### src/rtl/bsc_pkg.sv
// Package for the bus sideband, power and reset control block.
// Assumes one 100 MHz bus clock; no software-visible registers.
package bsc_pkg;

   // ***********************************************************
   // Timing
   // ***********************************************************
   localparam int CLK_PERIOD_NS   = 10;
   localparam int RESET_DRAIN_CLK = 2;   // Outputs released within two clocks

   // ***********************************************************
   // Response status encodings
   // ***********************************************************
   localparam logic [2:0] RS_IDLE = 3'h0;

   // ***********************************************************
   // Power-on configuration width
   // ***********************************************************
   localparam int CFG_W = 8;

   // ***********************************************************
   // Types
   // ***********************************************************
   typedef enum logic [1:0] {
      PS_RUN,
      PS_STOP_GRANT,
      PS_SLEEP
   } bsc_pstate_t;

   // Machine-check assertion options
   typedef struct packed {
      logic enable;        // Enable for the internal and requester options; bus error asserts without it
      logic with_internal; // Assert with the internal fault
      logic by_requester;  // Requester asserts after seeing an error
   } bsc_mce_cfg_t;

   // Clock gating view of the power state
   typedef struct packed {
      logic core_clk_en;
      logic bus_clk_en;
      logic pll_only;
   } bsc_clk_ctl_t;

endpackage : bsc_pkg

### src/rtl/bsc_sideband.sv
// Sideband, power-state and reset sequencing logic of a bus agent.
// Assumes all inputs arrive on the bus clock except the async pins,
// which are synchronised here; wire-OR lines use separate in/out/oe.
//
// What this block does
// - Controller disabled: pin 0 is maskable request, pin 1 nonmaskable; async inputs.
// - After reset the local interrupt controller is enabled (local interrupt mode).
// - Bus lock held from first to last transaction of a locked sequence.
// - Machine-check line is wire-OR; drive and sample on designated edges only.
// - Machine-check assertion: enable, with internal fault, by requester, on bus error.
// - Reset returns to known state and invalidates caches without write back.
// - On reset all bus outputs are released within two bus clocks.
// - Configuration bus signals are latched as reset goes inactive.
// - Status 000 expects parity high and reports no error.
// - Sleep request in Stop-Grant enters Sleep; only the PLL runs.
// - In Sleep interrupts are ignored.
// - Sleep request released: back to Stop-Grant, bus clock restarts, core clock stays off until Run.
// - Socket-present output pulled low to show the device is installed.
// - Only the bus owner drives the five request command lines.
// - Open-drain thermal alert output tied to the thermal sensor.
// - Thermal-throttle output asserted while the thermal control circuit is active.
// - Stop-clock request enters Stop-Grant, the only path into Sleep.
`timescale 1ns/10ps
module bsc_sideband
   import bsc_pkg::*;
(
   // Clock and reset
   input  wire logic               i_ref_clk,
   input  wire logic               i_rst_n,
   input  wire logic               i_bus_reset_n,
   input  wire logic               i_supplies_stable,
   // Local interrupt pins and controller mode
   input  wire logic [1:0]         i_local_irq_pins,
   input  wire logic               i_local_int_controller_dis,
   // Bus lock and request command
   input  wire logic               i_lock_seq_start,
   input  wire logic               i_lock_seq_end,
   input  wire logic               i_bus_owner,
   input  wire logic [4:0]         i_req_cmd,
   // Machine check
   input  wire bsc_mce_cfg_t       i_mce_cfg,
   input  wire logic               i_internal_fault,
   input  wire logic               i_req_saw_error,
   input  wire logic               i_bus_error_seen,
   input  wire logic               i_mce_edge,
   input  wire logic               i_machine_check_fault_n,
   // Response status and parity
   input  wire logic [2:0]         i_response_status_n,
   input  wire logic               i_response_parity_n,
   // Power state requests
   input  wire logic               i_stop_clock_req_n,
   input  wire logic               i_sleep_req_n,
   // Thermal
   input  wire logic               i_thermal_control_circuit,
   input  wire logic               i_sensor_alert,
   // Power-on configuration source
   input  wire logic [CFG_W-1:0]   i_cfg_pins,
   // Interrupt results
   output logic                    o_maskable_irq_req,
   output logic                    o_nmi_req,
   output logic [1:0]              o_local_irq,
   // Bus lock and request command
   output logic                    o_lock_n,
   output logic [4:0]              o_req_cmd_n,
   output logic                    o_req_cmd_oe,
   // Machine check wire-OR pin
   output logic                    o_machine_check_fault_n,
   output logic                    o_machine_check_fault_oe,
   output logic                    o_mce_seen,
   output logic                    o_internal_fault_n,
   // Response parity
   output logic                    o_resp_parity_err,
   // Power state and clocks
   output bsc_clk_ctl_t            o_clk_ctl,
   output logic                    o_in_stop_grant,
   output logic                    o_in_sleep,
   output logic                    o_cache_invalidate,
   // Configuration and presence
   output logic [CFG_W-1:0]        o_cfg_latched,
   output logic                    o_socket_present_n,
   // Thermal
   output logic                    o_thermal_alert_n,
   output logic                    o_thermal_alert_oe,
   output logic                    o_thermal_throttle_n
);

   // ***********************************************************
   // Synchronisers
   // ***********************************************************
   localparam int NSYNC = 5;
   logic [NSYNC-1:0] async_in;
   logic [NSYNC-1:0] sync_q1;
   logic [NSYNC-1:0] sync_q2;
   logic [NSYNC-1:0] next_q1;
   logic [NSYNC-1:0] next_q2;

   // Gather async sources: irq pins, sleep, stop clock, reset
   assign async_in = {i_bus_reset_n, i_stop_clock_req_n, i_sleep_req_n,
                      i_local_irq_pins};

   // Two flops per bit; first stage read only by the second
   generate
      for (genvar g = 0; g < NSYNC; g++) begin : g_sync
         always_comb begin
            next_q1[g] = async_in[g];
            next_q2[g] = sync_q1[g];
         end
      end
   endgenerate

   // Register synchroniser stages
   always_ff @(posedge i_ref_clk or negedge i_rst_n) begin
      if (!i_rst_n) begin
         sync_q1 <= {NSYNC{1'b1}};
         sync_q2 <= {NSYNC{1'b1}};
      end else begin
         sync_q1 <= next_q1;
         sync_q2 <= next_q2;
      end
   end

   logic [1:0] irq_s;
   logic       sleep_req_s;
   logic       stop_req_s;
   logic       bus_rst_s;
   assign irq_s       = sync_q2[1:0];
   assign sleep_req_s = !sync_q2[2];
   assign stop_req_s  = !sync_q2[3];
   assign bus_rst_s   = !sync_q2[4];

   // ***********************************************************
   // Reset sequencing and control state
   // ***********************************************************
   logic         rst_act;
   logic         rst_prev;
   logic         next_rst_prev;
   logic [1:0]   drain_cnt;
   logic [1:0]   next_drain_cnt;
   logic         quiet;
   logic [CFG_W-1:0] next_cfg;
   logic         next_inval;

   // Bus reset or supplies not stable both hold the block in reset
   assign rst_act = bus_rst_s || !i_supplies_stable;
   assign quiet   = rst_act && (drain_cnt == 2'(RESET_DRAIN_CLK - 1));

   // Drain counter, config latch on release, cache invalidate pulse
   always_comb begin
      next_rst_prev  = rst_act;
      next_drain_cnt = drain_cnt;
      next_cfg       = o_cfg_latched;
      next_inval     = 1'b0;
      if (rst_act) begin
         if (drain_cnt != 2'(RESET_DRAIN_CLK - 1)) begin
            next_drain_cnt = drain_cnt + 2'h1;
         end
         next_inval = !rst_prev;
      end else begin
         next_drain_cnt = 2'h0;
      end
      if (rst_prev && !rst_act) begin
         next_cfg = i_cfg_pins;
      end
   end

   // Register reset sequencing
   always_ff @(posedge i_ref_clk or negedge i_rst_n) begin
      if (!i_rst_n) begin
         rst_prev           <= 1'b1;
         drain_cnt          <= 2'h0;
         o_cfg_latched      <= '0;
         o_cache_invalidate <= 1'b0;
      end else begin
         rst_prev           <= next_rst_prev;
         drain_cnt          <= next_drain_cnt;
         o_cfg_latched      <= next_cfg;
         o_cache_invalidate <= next_inval;
      end
   end

   // ***********************************************************
   // Power state machine
   // ***********************************************************
   bsc_pstate_t  pstate;
   bsc_pstate_t  next_pstate;
   bsc_clk_ctl_t next_clk;

   // Run, Stop-Grant, Sleep transitions
   always_comb begin
      next_pstate = pstate;
      case (pstate)
         PS_RUN: begin
            if (stop_req_s) next_pstate = PS_STOP_GRANT;
         end
         PS_STOP_GRANT: begin
            if (sleep_req_s) next_pstate = PS_SLEEP;
            else if (!stop_req_s) next_pstate = PS_RUN;
         end
         PS_SLEEP: begin
            if (!sleep_req_s) next_pstate = PS_STOP_GRANT;
         end
         default: next_pstate = PS_RUN;
      endcase
      if (rst_act) next_pstate = PS_RUN;
      next_clk.pll_only    = (next_pstate == PS_SLEEP);
      next_clk.bus_clk_en  = (next_pstate != PS_SLEEP);
      next_clk.core_clk_en = (next_pstate == PS_RUN);
   end

   // Register power state
   always_ff @(posedge i_ref_clk or negedge i_rst_n) begin
      if (!i_rst_n) begin
         pstate    <= PS_RUN;
         o_clk_ctl <= '{core_clk_en: 1'b1, bus_clk_en: 1'b1, pll_only: 1'b0};
      end else begin
         pstate    <= next_pstate;
         o_clk_ctl <= next_clk;
      end
   end

   // ***********************************************************
   // Interrupts, lock, machine check, parity, thermal
   // ***********************************************************
   logic         asleep;
   logic         next_maskable_irq_req;
   logic         next_nmi;
   logic [1:0]   next_lint;
   logic         lock_held;
   logic         next_lock_held;
   logic         next_mce_drv;
   logic         mce_drv;
   logic         next_mce_seen;
   logic         next_perr;
   logic         next_ifault;
   logic         ifault;
   logic         next_req_oe;
   logic [4:0]   next_req_n;

   assign asleep = (pstate == PS_SLEEP);

   // Sideband next values
   always_comb begin
      // Interrupts route by controller mode; ignored in Sleep
      next_maskable_irq_req = 1'b0;
      next_nmi  = 1'b0;
      next_lint = 2'h0;
      if (!asleep && !rst_act) begin
         if (i_local_int_controller_dis) begin
            next_maskable_irq_req = irq_s[0];
            next_nmi  = irq_s[1];
         end else begin
            next_lint = irq_s;
         end
      end
      // Lock held from first start to last end
      next_lock_held = lock_held;
      if (i_lock_seq_start) next_lock_held = 1'b1;
      else if (i_lock_seq_end) next_lock_held = 1'b0;
      // Internal fault is sticky until reset
      next_ifault = ifault || i_internal_fault;
      // Machine-check drive, changed only on designated edges or cleared by reset
      next_mce_drv = mce_drv;
      if (i_mce_edge) begin
         next_mce_drv = i_bus_error_seen
                     || (i_mce_cfg.enable && i_mce_cfg.with_internal && i_internal_fault)
                     || (i_mce_cfg.enable && i_mce_cfg.by_requester && i_req_saw_error);
      end
      next_mce_seen = o_mce_seen;
      if (i_mce_edge) next_mce_seen = !i_machine_check_fault_n;
      // Parity: idle status expects high and never flags
      next_perr = 1'b0;
      if (i_response_status_n != ~RS_IDLE) begin
         next_perr = (^(~i_response_status_n)) != (!i_response_parity_n);
      end
      // Request command only while owning the bus
      next_req_oe = i_bus_owner;
      next_req_n  = i_bus_owner ? ~i_req_cmd : 5'h1f;
      // Reset releases every bus output
      if (rst_act) begin
         next_lock_held = 1'b0;
         next_mce_drv   = 1'b0;
         next_req_oe    = 1'b0;
         next_req_n     = 5'h1f;
         next_ifault    = 1'b0;
         next_perr      = 1'b0;
      end
   end

   // Register sideband outputs
   always_ff @(posedge i_ref_clk or negedge i_rst_n) begin
      if (!i_rst_n) begin
         o_maskable_irq_req       <= 1'b0;
         o_nmi_req                <= 1'b0;
         o_local_irq              <= 2'h0;
         lock_held                <= 1'b0;
         o_lock_n                 <= 1'b1;
         mce_drv                  <= 1'b0;
         o_machine_check_fault_n  <= 1'b1;
         o_machine_check_fault_oe <= 1'b0;
         o_mce_seen               <= 1'b0;
         ifault                   <= 1'b0;
         o_internal_fault_n       <= 1'b1;
         o_resp_parity_err        <= 1'b0;
         o_req_cmd_n              <= 5'h1f;
         o_req_cmd_oe             <= 1'b0;
         o_in_stop_grant          <= 1'b0;
         o_in_sleep               <= 1'b0;
         o_socket_present_n       <= 1'b0;
         o_thermal_alert_n        <= 1'b1;
         o_thermal_alert_oe       <= 1'b0;
         o_thermal_throttle_n     <= 1'b1;
      end else begin
         o_maskable_irq_req       <= next_maskable_irq_req;
         o_nmi_req                <= next_nmi;
         o_local_irq              <= next_lint;
         lock_held                <= next_lock_held;
         o_lock_n                 <= !next_lock_held;
         mce_drv                  <= next_mce_drv;
         o_machine_check_fault_n  <= 1'b0;              // Open drain pulls low only
         o_machine_check_fault_oe <= next_mce_drv;
         o_mce_seen               <= next_mce_seen;
         ifault                   <= next_ifault;
         o_internal_fault_n       <= !next_ifault;
         o_resp_parity_err        <= next_perr;
         o_req_cmd_n              <= next_req_n;
         o_req_cmd_oe             <= next_req_oe;
         o_in_stop_grant          <= (next_pstate == PS_STOP_GRANT);
         o_in_sleep               <= (next_pstate == PS_SLEEP);
         o_socket_present_n       <= 1'b0;
         o_thermal_alert_n        <= 1'b0;
         o_thermal_alert_oe       <= i_sensor_alert;
         o_thermal_throttle_n     <= !i_thermal_control_circuit;
      end
   end

   // ***********************************************************
   // Assertions
   // ***********************************************************
   a_reset_release: assert property (@(posedge i_ref_clk) disable iff (!i_rst_n)
      $rose(rst_act) |-> ##[1:3] (!o_req_cmd_oe && !o_machine_check_fault_oe && o_lock_n))
      else $error("bus outputs not released after reset");
   a_reset_quiet: assert property (@(posedge i_ref_clk) disable iff (!i_rst_n)
      quiet |-> (!o_req_cmd_oe && !o_machine_check_fault_oe && o_lock_n))
      else $error("bus outputs driven late in reset");
   a_sleep_entry: assert property (@(posedge i_ref_clk) disable iff (!i_rst_n)
      (pstate == PS_STOP_GRANT && sleep_req_s && !rst_act) |=> (o_in_sleep && o_clk_ctl.pll_only))
      else $error("sleep not entered from stop grant");
   a_sleep_only_sg: assert property (@(posedge i_ref_clk) disable iff (!i_rst_n)
      (pstate == PS_RUN) |=> (pstate != PS_SLEEP))
      else $error("sleep entered from run");
   a_sleep_exit: assert property (@(posedge i_ref_clk) disable iff (!i_rst_n)
      (asleep && !sleep_req_s && !rst_act) |=> (o_in_stop_grant && o_clk_ctl.bus_clk_en))
      else $error("sleep exit failed");
   a_sleep_no_irq: assert property (@(posedge i_ref_clk) disable iff (!i_rst_n)
      asleep |=> (o_local_irq == 2'h0 && !o_nmi_req && !o_maskable_irq_req))
      else $error("interrupt passed in sleep");
   a_idle_parity: assert property (@(posedge i_ref_clk) disable iff (!i_rst_n)
      (i_response_status_n == 3'h7) |=> !o_resp_parity_err)
      else $error("parity error on idle status");
   a_lock_hold: assert property (@(posedge i_ref_clk) disable iff (!i_rst_n)
      ((i_lock_seq_start || (!o_lock_n && !i_lock_seq_end)) && !rst_act) |=> !o_lock_n)
      else $error("lock dropped inside sequence");
   a_cfg_latch: assert property (@(posedge i_ref_clk) disable iff (!i_rst_n)
      (rst_prev && !rst_act) |=> (o_cfg_latched == $past(i_cfg_pins)))
      else $error("config not latched at reset release");
   a_mce_edges: assert property (@(posedge i_ref_clk) disable iff (!i_rst_n)
      (!$past(i_mce_edge) && !rst_act && !$past(rst_act)) |-> $stable(o_machine_check_fault_oe))
      else $error("machine check changed off edge");
   a_throttle: assert property (@(posedge i_ref_clk) disable iff (!i_rst_n)
      i_thermal_control_circuit |=> !o_thermal_throttle_n)
      else $error("throttle not asserted");

endmodule // bsc_sideband

### config.mk
export PLATFORM = sky130hd
export DESIGN_NAME = bsc_sideband
export DESIGN_NICKNAME = d
export VERILOG_FILES = /design/src/rtl/bsc_pkg.sv /design/src/rtl/bsc_sideband.sv
export SDC_FILE = /design/constraint.sdc
export NUM_CORES = 1
export LEC_CHECK = 0
export ABC_AREA = 1
export BUFFER_PORTS_ARGS = -buffer_cell sky130_fd_sc_hd__buf_2
export CORE_ASPECT_RATIO = 1.2
export CORE_MARGIN = 2
export CORE_UTILIZATION = 45
export CTS_CLUSTER_SIZE = 28
export DETAILED_ROUTE_END_ITERATION = 8
export GPL_ROUTABILITY_DRIVEN = 0
export PLACE_DENSITY = 0.81
export SETUP_SLACK_MARGIN = 0.15
export SKIP_CTS_REPAIR_TIMING = 1
export SYNTH_ARGS = -nofsm -noshare
export SYNTH_HDL_FRONTEND = slang
export SYNTH_SLANG_ARGS = --single-unit
export TNS_END_PERCENT = 30
### constraint.sdc
create_clock -name i_ref_clk -period 2.4 [get_ports i_ref_clk]
set_input_delay 0.24 -clock i_ref_clk [delete_from_list [all_inputs] [get_ports i_ref_clk]]
set_output_delay 0.24 -clock i_ref_clk [all_outputs]
set_load 0.01 [all_outputs]
==> metrics <==
status finished, final reports clean; DRC 0; Sw Share 21.9%; clock buffer depth 2; Die Ht 70.0 um; hpwl dp 1.96 mm; Wirelength per Cell 10.5 um; Starting Density 46.1%; Flop pwr share 55.1%; register bit count reported by yosys 46; All-Layer GR Usage 13.7%; Clock Root Buffer clkbuf_8; Worst Path Required 2.16 ns; Int Pwr 1.21 mW; fmax 0.856 GHz; H-tree depth 2; Num CTS Buffers 5; final setup violation count 0; Cells after Synth 139; delay-heaviest family, CP flip-flops; DRT antenna net count 0; Comb power frac 10.3%; crit path cell chain buf_2; Seq/Total Area, Yosys 72.1%; CTS Sinks 46; hold_sp i_stop_clock_req_n; I/O pin count 73; DRC marker count from the first detailed-route iteration 23; Power Dens Cells 739 nW/um2; synthesized area per cell 11.8 um2; Peak VDD IR 0.551 mV; Hold Path Class in -> reg; largest net degree at the start of global routing 47; router iterations before antenna repair 5; vias in the first global route 1,037; Leak 1.14 nW; max-slew violation count 0; Largest stage delay, worst path 0.52 ns; grt ovf 0; clock share of power 34.7%; input/output buffers 71; Die W 59.0 um; Netlist cell types 19; post-synthesis cell area 1630 um2; TNS Setup 0 ns; Vias 1,114; clock skew 0.00355 ns; buffer and inverter count on the worst path 1; Data arrival, critical path 0.93 ns; area share of the largest cell type after synthesis 36.8%; Clk pin slew, worst setup/hold paths 0.08 ns; crit path from o_req_cmd_n[4]$_DFF_PN1_; Worst-Skew Late Latency 0.28 ns; final net count 253; core region area 3540 um2; die area 4130 um2; CP Capture Type output pin; reg-to-reg critical path startpoint sync_q2[4]$_DFF_PN1_; Worst-Margin Slew 0.946 ns; Tcrit/Tclk final 48.7%; max-cap violations 0; area leader, netlist dfrtp_1; share of cells above drive strength 1 50.9%; first-pass GRT wire length 4.19 mm; Ys Warns 0; Period minus WS final 1.17 ns; FP Rows 24; commonest non-fill, non-tap cell in the layout buf_2; slowest CP cell dfstp_2; Final Cell Area 2100 um2; Crit Path Class reg -> out; Worst Setup Start Kind register; routed wire length 2.65 mm; P&R area growth vs syn 28.7%; TritonCTS clock tree done; most frequent cells in the layout buf_2 (71), nand2_1 (32), dfrtp_1 (24); dpl cell area 2000 um2; Max FO, Critical Path 1; slew margin rel. 37.0%; RSZ-0062 raised after global routing false; final hold vios 0; initial antenna violation count 0; Synth area leaders dfrtp_1 (37%), dfstp_2 (35%), nand2_1 (7.4%); Net Switching 0.341 mW; # fillers 314; ant diodes 0; Vias/cell 4.40
## path summary, 6_finish.rpt
path	endpoint	slack, ns	cells after the start
min reg2reg	sync_q2[2]$_DFF_PN1_	0.36	0
max reg2reg	o_cfg_latched[2]$_DFFE_PN0P_	1.28	5
min	next_q2[3]$_DFF_PN1_	0.05	1
max	o_req_cmd_n[4]	1.23	1
min in group asynchronous	o_thermal_alert_oe$_DFF_PN0_	0.10	1
max in group asynchronous	o_nmi_req$_DFF_PN0_	1.72	1
## kinds of logic (layout without fill, tap and decap cells)
kind of cell               count (synthesis)  after routing  share of synthesized area [%]
DFF                                       46             46                           72.1
adders and majority gates                  1              1                          0.766
other                                      1              2                          0.229
buffers and inverters                     23             97                           7.20
AOI/OAI and AO/OA                          7              7                           2.83
and+or+nand+nor                           61             61                           16.8
## synthesized netlist by cell type, drive strengths merged
cell type and instances:
nand3 9, buf 5, nor3 4, nor2 11, conb 1, nand2 37
inv 18, a21oi 4, dfrtp 24, dfstp 22, o21ai 3, ha 1
## per-layer routing
metal	vias to the layer above	routed length (um)	GRT usage [%]
li1	564	-	-
met1	494	1080	16.8
met2	54	1300	20.4
met3	2	247	6.67
met4	0	17	6.06
met5	-	0	0
## layout make-up
type	instances	area, um2	share of cell area [%]
sequential	46	1180	56.0
timing repair buffer	71	355	16.9
multi-input combinational	71	342	16.2
clock buffer	7	76.3	3.63
inverter	18	72.6	3.45
tap	39	48.8	2.32
clock inverter	1	30.0	1.43
## power by group through the flow
stage	Sequential, mW	Clock, mW	Combinational (mW)
2_1_floorplan	0.884	0	0.0608
3_3_place_gp	0.868	0	0.159
3_5_place_dp	0.869	0	0.163
4_1_cts	0.856	0.566	0.163
5_1_grt	0.861	0.588	0.181
6_report	0.855	0.539	0.160
## per-stage QoR
step,utilization (%),hold slack [ns],setup slack (ns),power [mW],cells
floorplan,-,-0.0556,1.41,0.945,140
global placement,56.4,0.345,1.32,1.03,245
detailed placement,56.4,0.346,1.29,1.03,245
CTS,59.4,0.0281,1.21,1.58,253
global route,59.4,0.0237,1.17,1.63,253
finish,59.4,0.0451,1.23,1.55,253
## registers in the layout, summed over array words and instances (netlist names), 2 cells and up
name / flops
next_q2: 5
o_local_irq: 2
o_clk_ctl: 2
o_req_cmd_n: 5
o_cfg_latched: 8
pstate: 2
sync_q2: 5
## worst reg2reg max path, cell delays in order, from the launching register on
cell	delay, ns
dfstp_2	0.55
nand2_4	0.10
inv_6	0.12
nand2_2	0.12
nand2_1	0.08
nand2_1	0.05
(Power assumes the default switching activity.)
